[src/inc/fis_pkg.sv]
// shared constants, types and states of the floating stack arithmetic unit
package fis_pkg;
    ////////////////////////////////////////////////////////////////////////////
    // instruction decode: 0750xR, bits 4:3 pick the operation, 2:0 the register
    localparam logic [15:0] FIS_OPC_BASE  = 16'h7a00;
    localparam logic [15:0] FIS_OPC_MASK  = 16'hffe0;
    localparam int          FIS_OP_LSB    = 3;
    // operand stack offsets from the pointer, in bytes
    localparam logic [15:0] FIS_B_HI_OFS  = 16'h0000;
    localparam logic [15:0] FIS_B_LO_OFS  = 16'h0002;
    localparam logic [15:0] FIS_A_HI_OFS  = 16'h0004;
    localparam logic [15:0] FIS_A_LO_OFS  = 16'h0006;
    localparam logic [15:0] FIS_PTR_STEP  = 16'h0004;
    // trap vector 244 octal
    localparam logic [15:0] FIS_TRAP_VEC  = 16'h00a4;
    // excess-128 exponent, fraction 0.1fff with hidden bit
    localparam logic signed [10:0] FIS_EXP_BIAS = 11'sh080;
    localparam logic signed [10:0] FIS_EXP_MAX  = 11'sh0ff;
    localparam logic signed [10:0] FIS_EXP_MIN  = 11'sh001;
    localparam logic [4:0]  FIS_DIV_STEPS = 5'h1a;
    ////////////////////////////////////////////////////////////////////////////
    typedef enum logic [1:0] {
        FIS_FLOAT_ADD_OP      = 2'h0,
        FIS_FLOAT_SUBTRACT_OP = 2'h1,
        FIS_FLOAT_MULTIPLY_OP = 2'h2,
        FIS_FLOAT_DIVIDE_OP   = 2'h3
    } fis_op_t;
    typedef enum logic [4:0] {
        FIS_S_IDLE  = 5'h01,
        FIS_S_READ  = 5'h02,
        FIS_S_CALC  = 5'h04,
        FIS_S_DIV   = 5'h08,
        FIS_S_WRITE = 5'h10
    } fis_state_t;
    // condition code group of the processor_status_word
    typedef struct packed {
        logic n;
        logic z;
        logic v;
        logic c;
    } fis_cc_t;
    // memory request toward the processor bus
    typedef struct packed {
        logic        req;
        logic        we;
        logic [15:0] addr;
        logic [15:0] wdata;
    } fis_bus_t;
    // unpacked operand: sign, exponent, mantissa with hidden bit
    typedef struct packed {
        logic        s;
        logic [7:0]  e;
        logic [23:0] m;
    } fis_unp_t;
endpackage

[src/verilog/fis_unit.sv]
// float_instruction_option unit: stack-based add, subtract, multiply, divide
`timescale 1ns/10ps
module fis_unit
    import fis_pkg::*;
(
    input  wire logic        clk,
    input  wire logic        rstn,
    input  wire logic        instr_valid,
    input  wire logic [15:0] instr,
    input  wire logic [15:0] ptr_val,
    input  wire logic        irq,
    input  wire logic [15:0] mem_rdata,
    input  wire logic        mem_ack,
    output fis_bus_t         mem,
    output logic             instr_accept,
    output logic             busy,
    output logic             reg_we,
    output logic [2:0]       reg_sel,
    output logic [15:0]      reg_wdata,
    output fis_cc_t          cc,
    output logic             cc_we,
    output logic             trap,
    output logic [15:0]      trap_vec,
    output logic             abort
);
    ////////////////////////////////////////////////////////////////////////////
    // split a two-word value into sign, exponent and mantissa
    function automatic fis_unp_t fis_unpack(input logic [15:0] hi, input logic [15:0] lo);
        fis_unp_t u;
        u.s = hi[15];
        u.e = hi[14:7];
        u.m = {hi[14:7] != 8'h00, hi[6:0], lo};
        return u;
    endfunction
    function automatic logic [4:0] fis_lead0(input logic [26:0] x);
        logic [4:0] n;
        n = 5'h1b;
        for (int i = 0; i < 27; i++) begin
            if (x[i]) begin
                n = 5'(26 - i);
            end
        end
        return n;
    endfunction

    fis_state_t    state_reg, state_next;
    fis_op_t       op_reg, op_next;
    logic [2:0]    sel_reg, sel_next;
    logic [15:0]   ptr_reg, ptr_next;
    logic [1:0]    idx_reg, idx_next;
    logic [15:0]   w_reg [0:3];
    logic [15:0]   w_next [0:3];
    logic [25:0]   rem_reg, rem_next, quo_reg, quo_next;
    logic [4:0]    cnt_reg, cnt_next;
    logic [31:0]   res_reg, res_next;
    fis_bus_t      bus_reg, bus_next;
    fis_cc_t       cc_reg, cc_next;
    logic          ccwe_reg, ccwe_next, trap_reg, trap_next;
    logic          abort_reg, abort_next, rwe_reg, rwe_next;
    fis_unp_t      ua, ub, big, sml;
    logic          swap, fin, cs, cz, ovf, unf, ge, b_zero;
    logic [26:0]   mb, ms, sum, sh;
    logic [4:0]    lz;
    logic [47:0]   prod;
    logic signed [10:0] ce;
    logic [23:0]   cm;

    ////////////////////////////////////////////////////////////////////////////
    // decode: the low five bits are free, the rest must match exactly
    assign instr_accept = (state_reg == FIS_S_IDLE) && instr_valid
                          && ((instr & FIS_OPC_MASK) == FIS_OPC_BASE);
    assign busy      = (state_reg != FIS_S_IDLE);
    assign mem       = bus_reg;
    assign reg_we    = rwe_reg;
    assign reg_sel   = sel_reg;
    assign reg_wdata = ptr_reg;
    assign cc        = cc_reg;
    assign cc_we     = ccwe_reg;
    assign trap      = trap_reg;
    assign trap_vec  = FIS_TRAP_VEC;
    assign abort     = abort_reg;

    // arithmetic on the captured words, A left and B right
    always_comb begin
        ua = fis_unpack(w_reg[2], w_reg[3]);
        ub = fis_unpack(w_reg[0], w_reg[1]);
        b_zero = (ub.e == 8'h00);
        ub.s = ub.s ^ (op_reg == FIS_FLOAT_SUBTRACT_OP);
        // order by magnitude so the difference never goes negative
        swap = (ua.e < ub.e) || ((ua.e == ub.e) && (ua.m < ub.m));
        big  = swap ? ub : ua;
        sml  = swap ? ua : ub;
        mb   = {1'b0, big.m, 2'b00};
        ms   = {1'b0, sml.m, 2'b00} >> (big.e - sml.e);
        sum  = (big.s == sml.s) ? mb + ms : mb - ms;
        lz   = fis_lead0(sum);
        sh   = sum << (lz - 5'h01);
        prod = {24'h00_0000, ua.m} * {24'h00_0000, ub.m};
        ge   = (rem_reg >= {2'b00, ub.m});
        cs   = ua.s ^ ub.s;
        cz   = 1'b0;
        cm   = 24'h00_0000;
        ce   = 11'sh000;
        case (op_reg)
            FIS_FLOAT_ADD_OP, FIS_FLOAT_SUBTRACT_OP: begin
                cs = big.s;
                cz = (sum == 27'h000_0000);
                cm = sum[26] ? sum[26:3] : sh[25:2];
                ce = sum[26] ? $signed({3'b000, big.e}) + 11'sh001
                             : $signed({3'b000, big.e}) - $signed({6'h00, lz}) + 11'sh001;
            end
            FIS_FLOAT_MULTIPLY_OP: begin
                cz = (ua.e == 8'h00) || b_zero;
                cm = prod[47] ? prod[47:24] : prod[46:23];
                ce = $signed({3'b000, ua.e}) + $signed({3'b000, ub.e}) - FIS_EXP_BIAS
                     - (prod[47] ? 11'sh000 : 11'sh001);
            end
            default: begin
                cz = (ua.e == 8'h00);
                cm = quo_reg[25] ? quo_reg[25:2] : quo_reg[24:1];
                ce = $signed({3'b000, ua.e}) - $signed({3'b000, ub.e}) + FIS_EXP_BIAS
                     + (quo_reg[25] ? 11'sh001 : 11'sh000);
            end
        endcase
        ovf = !cz && (ce > FIS_EXP_MAX);
        unf = !cz && (ce < FIS_EXP_MIN);
    end

    ////////////////////////////////////////////////////////////////////////////
    // sequencer: read four words, compute, write two words, step pointer
    always_comb begin
        state_next = state_reg;
        op_next    = op_reg;
        sel_next   = sel_reg;
        ptr_next   = ptr_reg;
        idx_next   = idx_reg;
        w_next     = w_reg;
        rem_next   = rem_reg;
        quo_next   = quo_reg;
        cnt_next   = cnt_reg;
        res_next   = res_reg;
        bus_next   = bus_reg;
        cc_next    = cc_reg;
        ccwe_next  = 1'b0;
        trap_next  = 1'b0;
        abort_next = 1'b0;
        rwe_next   = 1'b0;
        fin        = 1'b0;
        case (state_reg)
            FIS_S_IDLE: begin
                if (instr_accept) begin
                    op_next    = fis_op_t'(instr[FIS_OP_LSB +: 2]);
                    sel_next   = instr[2:0];
                    ptr_next   = ptr_val;
                    idx_next   = 2'h0;
                    bus_next   = '{req: 1'b1, we: 1'b0, addr: ptr_val + FIS_B_HI_OFS, wdata: 16'h0000};
                    state_next = FIS_S_READ;
                end
            end
            FIS_S_READ: begin
                if (mem_ack) begin
                    w_next[idx_reg] = mem_rdata;
                    idx_next = idx_reg + 2'h1;
                    // word order B hi, B lo, A hi, A lo
                    bus_next.addr = ptr_reg + {13'h0000, idx_reg + 2'h1, 1'b0};
                    if (idx_reg == 2'h3) begin
                        bus_next.req = 1'b0;
                        state_next   = FIS_S_CALC;
                    end
                end
            end
            FIS_S_CALC: begin
                if (op_reg != FIS_FLOAT_DIVIDE_OP) begin
                    fin = 1'b1;
                end else if (b_zero) begin
                    // divide by zero: nothing written, pointer kept
                    trap_next  = 1'b1;
                    ccwe_next  = 1'b1;
                    cc_next    = '{n: 1'b1, z: 1'b0, v: 1'b1, c: 1'b1};
                    state_next = FIS_S_IDLE;
                end else begin
                    rem_next   = {2'b00, ua.m};
                    quo_next   = 26'h000_0000;
                    cnt_next   = FIS_DIV_STEPS;
                    state_next = FIS_S_DIV;
                end
            end
            FIS_S_DIV: begin
                // restoring divide, one quotient bit per clock
                if (cnt_reg != 5'h00) begin
                    quo_next = {quo_reg[24:0], ge};
                    rem_next = (ge ? rem_reg - {2'b00, ub.m} : rem_reg) << 1;
                    cnt_next = cnt_reg - 5'h01;
                end else begin
                    fin = 1'b1;
                end
            end
            FIS_S_WRITE: begin
                if (mem_ack && idx_reg == 2'h0) begin
                    idx_next = 2'h1;
                    bus_next.addr  = ptr_reg + FIS_A_LO_OFS;
                    bus_next.wdata = res_reg[15:0];
                end else if (mem_ack) begin
                    bus_next   = '{req: 1'b0, we: 1'b0, addr: bus_reg.addr, wdata: bus_reg.wdata};
                    ptr_next   = ptr_reg + FIS_PTR_STEP;
                    rwe_next   = 1'b1;
                    ccwe_next  = 1'b1;
                    cc_next    = '{n: res_reg[31], z: res_reg == 32'h0000_0000, v: 1'b0, c: 1'b0};
                    state_next = FIS_S_IDLE;
                end
            end
            default: begin
                state_next = FIS_S_IDLE;
            end
        endcase
        if (fin && (ovf || unf)) begin
            trap_next  = 1'b1;
            ccwe_next  = 1'b1;
            cc_next    = '{n: unf, z: 1'b0, v: 1'b1, c: 1'b0};
            state_next = FIS_S_IDLE;
        end else if (fin) begin
            res_next   = cz ? 32'h0000_0000 : {cs, ce[7:0], cm[22:0]};
            idx_next   = 2'h0;
            bus_next   = '{req: 1'b1, we: 1'b1, addr: ptr_reg + FIS_A_HI_OFS,
                           wdata: cz ? 16'h0000 : {cs, ce[7:0], cm[22:16]}};
            state_next = FIS_S_WRITE;
        end
        // once writing starts the instruction is near completion and runs out
        if (irq && (state_reg == FIS_S_READ || state_reg == FIS_S_CALC || state_reg == FIS_S_DIV)) begin
            bus_next   = '{req: 1'b0, we: 1'b0, addr: bus_reg.addr, wdata: bus_reg.wdata};
            trap_next  = 1'b0;
            ccwe_next  = 1'b0;
            cc_next    = cc_reg;
            abort_next = 1'b1;
            state_next = FIS_S_IDLE;
        end
    end

    // every register of the unit: state, operands, divider, result, bus and output flags
    always_ff @(posedge clk or negedge rstn) begin
        if (!rstn) begin
            state_reg <= FIS_S_IDLE;
            op_reg    <= FIS_FLOAT_ADD_OP;
            sel_reg   <= 3'h0;
            ptr_reg   <= 16'h0000;
            idx_reg   <= 2'h0;
            w_reg     <= '{default: 16'h0000};
            rem_reg   <= 26'h000_0000;
            quo_reg   <= 26'h000_0000;
            cnt_reg   <= 5'h00;
            res_reg   <= 32'h0000_0000;
            bus_reg   <= '0;
            cc_reg    <= '0;
            ccwe_reg  <= 1'b0;
            trap_reg  <= 1'b0;
            abort_reg <= 1'b0;
            rwe_reg   <= 1'b0;
        end else begin
            state_reg <= state_next;
            op_reg    <= op_next;
            sel_reg   <= sel_next;
            ptr_reg   <= ptr_next;
            idx_reg   <= idx_next;
            w_reg     <= w_next;
            rem_reg   <= rem_next;
            quo_reg   <= quo_next;
            cnt_reg   <= cnt_next;
            res_reg   <= res_next;
            bus_reg   <= bus_next;
            cc_reg    <= cc_next;
            ccwe_reg  <= ccwe_next;
            trap_reg  <= trap_next;
            abort_reg <= abort_next;
            rwe_reg   <= rwe_next;
        end
    end
endmodule

[config.mk]
export PLATFORM = sky130hd
export DESIGN_NAME = fis_unit
export DESIGN_NICKNAME = d
export VERILOG_FILES = /design/src/inc/fis_pkg.sv /design/src/verilog/fis_unit.sv
export SDC_FILE = /design/constraint.sdc
export NUM_CORES = 2
export LEC_CHECK = 0
export ABC_CLOCK_PERIOD_IN_PS = 37000
export BUFFER_PORTS_ARGS = -buffer_cell sky130_fd_sc_hd__buf_2
export CELL_PAD_IN_SITES_DETAIL_PLACEMENT = 1
export CELL_PAD_IN_SITES_GLOBAL_PLACEMENT = 1
export CORE_MARGIN = 2
export CORE_UTILIZATION = 45
export CTS_BUF_LIST = sky130_fd_sc_hd__clkbuf_16
export CTS_CLUSTER_DIAMETER = 80
export CTS_CLUSTER_SIZE = 8
export DETAILED_ROUTE_END_ITERATION = 8
export PLACE_DENSITY_LB_ADDON = 0.1
export SLEW_MARGIN = 40
export SYNTH_ARGS = -nofsm -noshare
export SYNTH_HDL_FRONTEND = slang
export SYNTH_SLANG_ARGS = --single-unit
[constraint.sdc]
create_clock -name clk -period 37 [get_ports clk]
set_input_delay 7.4 -clock clk [delete_from_list [all_inputs] [get_ports clk]]
set_output_delay 7.4 -clock clk [all_outputs]
set_load 0.02 [all_outputs]
# ---- After elaboration in Yosys (flattened, before gate mapping)
# Index checks and enable logic that the tools add are counted.
dict set report word_totals {
  reg_bits 223
  out_inout_bits 79
}
dict set report classes {
  n_addsub 19
  mul 1
  order_cmp 7
  eq_ne 30
  shift 2
  mux 114
  bitwise_logic 5
  n_reduce_logical 35
}
# op n
set op_table {}
lappend op_table {{$mux 5} 35}
lappend op_table {{$mux 34} 5}
lappend op_table {{$mux 26} 6}
lappend op_table {{$pmux 26 s2} 2}
lappend op_table {{$mux 16} 6}
lappend op_table {{$mux 23} 3}
lappend op_table {{$mux 33} 2}
lappend op_table {{$bwmux 64} 1}
lappend op_table {{$mux 32} 2}
lappend op_table {{$pmux 16 s2} 2}
lappend op_table {{$mul 24x24->48} 1}
lappend op_table {{$pmux 16 s3} 1}
lappend op_table {{$pmux 23 s2} 1}
lappend op_table {{$add 16x3->16 const B} 2}
lappend op_table {{$demux 16 s2} 1}
lappend op_table {{$logic_not 32->1} 1}
lappend op_table {{$mux 4} 7}
lappend op_table {{$add 26x27->27} 1}
lappend op_table {{$logic_not 27->1} 1}
lappend op_table {{$mux 27} 1}
lappend op_table {{$shl 27x5->25} 1}
lappend op_table {{$shr 26x8->27} 1}
lappend op_table {{$sub 26x27->27} 1}
lappend op_table {{$ge 26x24->1} 1}
lappend op_table {{other kinds (65)} 128}

# ---- Depth between registers and ports, before layout
dict set report depth {
  word_depth 46
  mapped_depth 69
  mapped_depth_nobuf 61
}

# ---- Worst setup path before layout
# Ideal clock, no wire load.
dict set report synth_path {
  kind {input-to-output}
  start {input instr[8]}
  end {output instr_accept}
  arrival_ps 8521
  setup_slack_ps 21079
  stages 4
  path_cell_list {nor4_1 > nand2_1 > nor2_1 > clkbuf_1}
}
dict set report synth_via {
  elab_chain_len 2
}
# element line_no
set synth_rtl {}
lappend synth_rtl {{start: declaration} fis_unit.sv:9} ;# input wire logic [15:0] instr,
lappend synth_rtl {{$eq 11x10->1} fis_unit.sv:71} ;# && ((instr & FIS_OPC_MASK) == FIS_OPC_BASE);
lappend synth_rtl {{$logic_and 1x1->1} fis_unit.sv:71}
lappend synth_rtl {{end: declaration} fis_unit.sv:15} ;# output logic instr_accept,
# Every way passes these cells.

# ---- Worst setup path in the final report
dict set report layout_path {
  start {register w_reg (netlist bit ua[25])}
  end {register bus_reg (netlist bit mem[1])}
}
dict set report layout_via {
  elab_chain_len 45
}
# element line_no
set layout_rtl {}
lappend layout_rtl {{start: declaration} fis_unit.sv:51} ;# logic [15:0] w_reg [0:3];
lappend layout_rtl {{start signal: assignment} fis_unit.sv:264} ;# w_reg <= w_next;
lappend layout_rtl {{$reduce_bool 8->1} fis_unit.sv:32} ;# u.m = {hi[14:7] != 8'h00, hi[6:0], lo};
lappend layout_rtl {{$lt 24x24->1} fis_unit.sv:90} ;# swap = (ua.e < ub.e) || ((ua.e == ub.e) && (ua.m < ub.m));
lappend layout_rtl {{$logic_and 1x1->1} fis_unit.sv:90}
lappend layout_rtl {{$logic_or 1x1->1} fis_unit.sv:90}
lappend layout_rtl {{$mux 33, on equally long branches} {fis_unit.sv:91, fis_unit.sv:92}}
lappend layout_rtl {{$sub 8x8->8} fis_unit.sv:94} ;# ms = {1'b0, sml.m, 2'b00} >> (big.e - sml.e);
lappend layout_rtl {{$shr 26x8->27} fis_unit.sv:94}
lappend layout_rtl {{$sub 26x27->27 / $add 26x27->27 (equally long branches)} fis_unit.sv:95} ;# sum = (big.s == sml.s) ? mb + ms : mb - ms;
lappend layout_rtl {{(+29 left out)} -}
lappend layout_rtl {{$add 9x2->10} fis_unit.sv:110} ;# : $signed({3'b000, big.e}) - $signed({6'h00, lz}) + 11'sh001;
lappend layout_rtl {{$mux 11} fis_unit.sv:109} ;# ce = sum[26] ? $signed({3'b000, big.e}) + 11'sh001
lappend layout_rtl {{$pmux 11 s2} fis_unit.sv:104} ;# case (op_reg)
lappend layout_rtl {{$gt 11x9->1 / $lt 11x2->1 (equally long branches)} {fis_unit.sv:125, fis_unit.sv:126}}
lappend layout_rtl {{$logic_and 1x1->1, on equally long branches} {fis_unit.sv:125, fis_unit.sv:126}}
lappend layout_rtl {{$logic_or 1x1->1} fis_unit.sv:216} ;# if (fin && (ovf || unf)) begin
lappend layout_rtl {{$logic_and 1x1->1} fis_unit.sv:216}
lappend layout_rtl {{$mux 34 (*)} fis_unit.sv:216}
lappend layout_rtl {{end signal: assignment} fis_unit.sv:269} ;# bus_reg <= bus_next;
lappend layout_rtl {{end: declaration} fis_unit.sv:56} ;# fis_bus_t bus_reg, bus_next;
# Every way passes the cells marked *; elsewhere a longest branch is shown, timed or not.
# A chain may end at the register's enable or synchronous reset.

==> metrics.md <==
| Metric | Value |
|---|---|
| Status | finished, final reports clean |
| Site row count | 109 |
| Largest net degree at the start of global routing | 76 |
| Antenna Nets Post-Route | 0 |
| CTS tree | yes |
| Worst-path clk slew | 0.05 ns |
| DRC | 0 |
| Post-synth cell types | 116 |
| Final Setup Violations | 0 |
| Crit path largest cell delay | 0.79 ns |
| Cells after Synth | 4,842 |
| 1st-pass router iterations | 7 |
| Antenna violations before repair | 2 |
| Vias/cell | 5.91 |
| TritonCTS Sinks | 223 |
| FMAX | 63.1 MHz |
| Final hold violation count | 0 |
| Root Buffer | clkbuf_16 |
| Predominant post-synthesis flop cell | dfrtp_1 |
| CTS Buf Count | 34 |
| Post-route setup TNS | 0 ns |
| Synthesized area | 40,200 µm² |
| Starting Density | 45.4% |
| Cts hold-fix bufs | 0 |
| Hold WC Path Type | register to register |
| Synth warnings | 0 |
| Worst Skew | 0.0258 ns |
| Clk buf depth | 3 |
| GRT Overall Usage | 31.2% |
| IO buf count | 115 |
| H-tree depth | 2 |
| Reg2reg setup slack | 21.15 ns |
| Final Slew Violations | 0 |
| Worst-Margin Slew | 0.883 ns |
| First-pass GRT wire length | 222,000 µm |
| Fin nets | 5,663 |
| DR WL/cell | 23.7 µm |
| Vias in the first global route | 37,566 |
| Clk_lat worst skew | 0.54 ns |
| DRT iter0 DRCs | 2,236 |
| Max reg flops | 34 |
| CP Launch Type | register |
| Synth area leaders | fa_1 24%, dfrtp_1 14%, ha_1 11%, nand2_1 6.6%, inv_1 6.1% |
| Worst Path Max Fanout | 56 |
| Post-DP HPWL | 109,000 µm |
| Critical path required time | 37.48 ns |
| Kind of critical path | register to register |
| Syn_area_per_cell | 8.29 µm² |
| Worst EP arrival | 16.34 ns |
| Post-synth EDFFs | 0 |
| Share of cells above drive strength 1 | 8.89% |
| Relative slew slack | 40.5% |
| Crit end category | register |
| Max Cap Viol | 0 |
| Total wire length | 141,000 µm |
| Sequential area share after synthesis | 13.9% |
| Synth top area share | 24.3% |
| PostCTS Resize Cnt | 0 |
| Synth-to-Final Area Change | 6.41% |
| RSZ-0062 raised after global routing | false |
| Via count | 35,208 |
| Fillcell total | 10,607 |
| Die height | 303 µm |
| Synth async-reset ratio | 100% |
| Gpl congestion | 0.918 |
| Core area | 88,400 µm² |
| Post-CTS Setup Inserts | 0 |
| Die outline width | 303 µm |
| Synth area leader | fa_1 |
| Slowest cell on the critical path | o41ai_1 |
| Fin crit period | 15.85 ns |
| Boundary pin count | 132 |
| Total Die Area | 91,700 µm² |
| Grt ovf | 0 |
| Final period util | 42.8% |
| Synthesized flop and latch total | 223 |
## logic make-up after synthesis
logic type / after synthesis / synth area share [%]
AND/OR/NAND/NOR: 1532 / 17.8
AO/OA/AOI/OAI: 996 / 16.3
buffers and inverters: 973 / 9.42
adder cells (fa/ha/maj): 825 / 34.8
flip-flops: 223 / 13.9
multiplexers: 184 / 5.36
XOR/XNOR: 107 / 2.46
other: 2 / 0.0187
## cell usage after synthesis, types with 19 or more instances
cell type,n
mux2_2,75
mux2i_1,89
and2_1,188
nand3_1,91
ha_1,338
nor2_1,253
o21ai_0,255
o211ai_1,54
nand4_1,28
nand2_1,710
a31oi_1,24
a21o_1,60
a22oi_1,39
a211oi_1,27
fa_1,487
nor2b_1,27
xnor2_1,73
dfrtp_1,222
nor3_1,68
xor2_1,30
nand2b_1,32
o21a_1,22
nor4_1,22
and3_1,25
buf_4,20
or3_1,24
a22o_1,19
inv_1,654
a21oi_1,255
clkbuf_1,265
## routing by layer
metal  vias up  global-route usage, %  part of all wire (%)
met5         -                      0                     0
met2       786                   53.3                    48
met3       157                   2.63                   4.3
li1      15874                      -                     -
met1     18391                   43.5                    45
met4         0                   6.27                   1.9
## area by class of cell
| type | instances | area, µm² | share of cell area [%] |
|---|---|---|---|
| multi-input cells | 3660 | 31000 | 72.5 |
| flip-flops and latches | 223 | 5580 | 13.1 |
| inverters | 658 | 2470 | 5.78 |
| clock inverters | 7 | 50.0 | 0.117 |
| repair buffers | 208 | 1310 | 3.06 |
| well taps | 1165 | 1460 | 3.41 |
| diodes | 1 | 2.50 | 0.00586 |
| clock buffers | 35 | 876 | 2.05 |
## metrics by stage
| stage | hold slack, ns | area (µm²) | worst slack [ns] | std cells | utilization (%) |
|---|---|---|---|---|---|
| 2_1_floorplan | 0.438 | 40200 | 21.08 | 4856 | - |
| 3_3_place_gp | 0.458 | 41700 | 21.13 | 5912 | 47.2 |
| 3_5_place_dp | 0.461 | 41800 | 21.15 | 5913 | 47.3 |
| 4_1_cts | 0.476 | 42700 | 21.14 | 5955 | 48.3 |
| 5_1_grt | 0.505 | 42700 | 20.01 | 5957 | 48.4 |
| 6_report | 0.476 | 42700 | 21.15 | 5957 | 48.4 |
## critical path: cells and delay by family, from the launching register on
family	cells	cell delay (ns)
AOI/OAI and AO/OA	29	7.06
and+or+nand+nor	16	4.02
adders and majority gates	6	1.74
buffers and inverters	6	1.66
DFF	1	0.49
xor gates and xnor gates	2	0.42
muxes	1	0.32
## worst paths after layout
path,start,end,depth (start not counted)
max,ua[25],mem[1],60
min,mem[24],mem[24],2
max reg2reg,ua[25],mem[1],60
min reg2reg,mem[24],mem[24],2
max in group asynchronous,rstn,rem_reg[10],3
min in group asynchronous,rstn,res_reg[23],1
## cells in the final DEF (no fill, tap or decap), types with 18 or more instances in the layout
| cell | synthesis | final |
|---|---|---|
| xor2_1 | 30 | 27 |
| a31oi_1 | 24 | 24 |
| a21oi_1 | 255 | 255 |
| mux2i_1 | 89 | 89 |
| ha_1 | 338 | 338 |
| xnor2_1 | 73 | 69 |
| a22oi_1 | 39 | 39 |
| o211ai_1 | 54 | 54 |
| and2_1 | 188 | 188 |
| mux2_2 | 75 | 75 |
| o21a_1 | 22 | 22 |
| nor2b_1 | 27 | 27 |
| nand2_1 | 710 | 707 |
| nor2_1 | 253 | 248 |
| nand4_1 | 28 | 28 |
| nor4_1 | 22 | 20 |
| or3_1 | 24 | 24 |
| nand2b_1 | 32 | 32 |
| a211oi_1 | 27 | 27 |
| buf_2 | 7 | 114 |
| clkbuf_16 | 0 | 35 |
| a22o_1 | 19 | 19 |
| nor3_1 | 68 | 67 |
| and3_1 | 25 | 25 |
| a21o_1 | 60 | 59 |
| nand3_1 | 91 | 90 |
| o31ai_1 | 18 | 18 |
| inv_1 | 654 | 656 |
| dfrtp_1 | 222 | 222 |
| o21ai_1 | 17 | 20 |
| buf_4 | 20 | 91 |
| fa_1 | 487 | 487 |
| o21ai_0 | 255 | 249 |
Power is not shown: default switching activity piles up to over one toggle a cycle in this logic, so the estimate is an artifact.
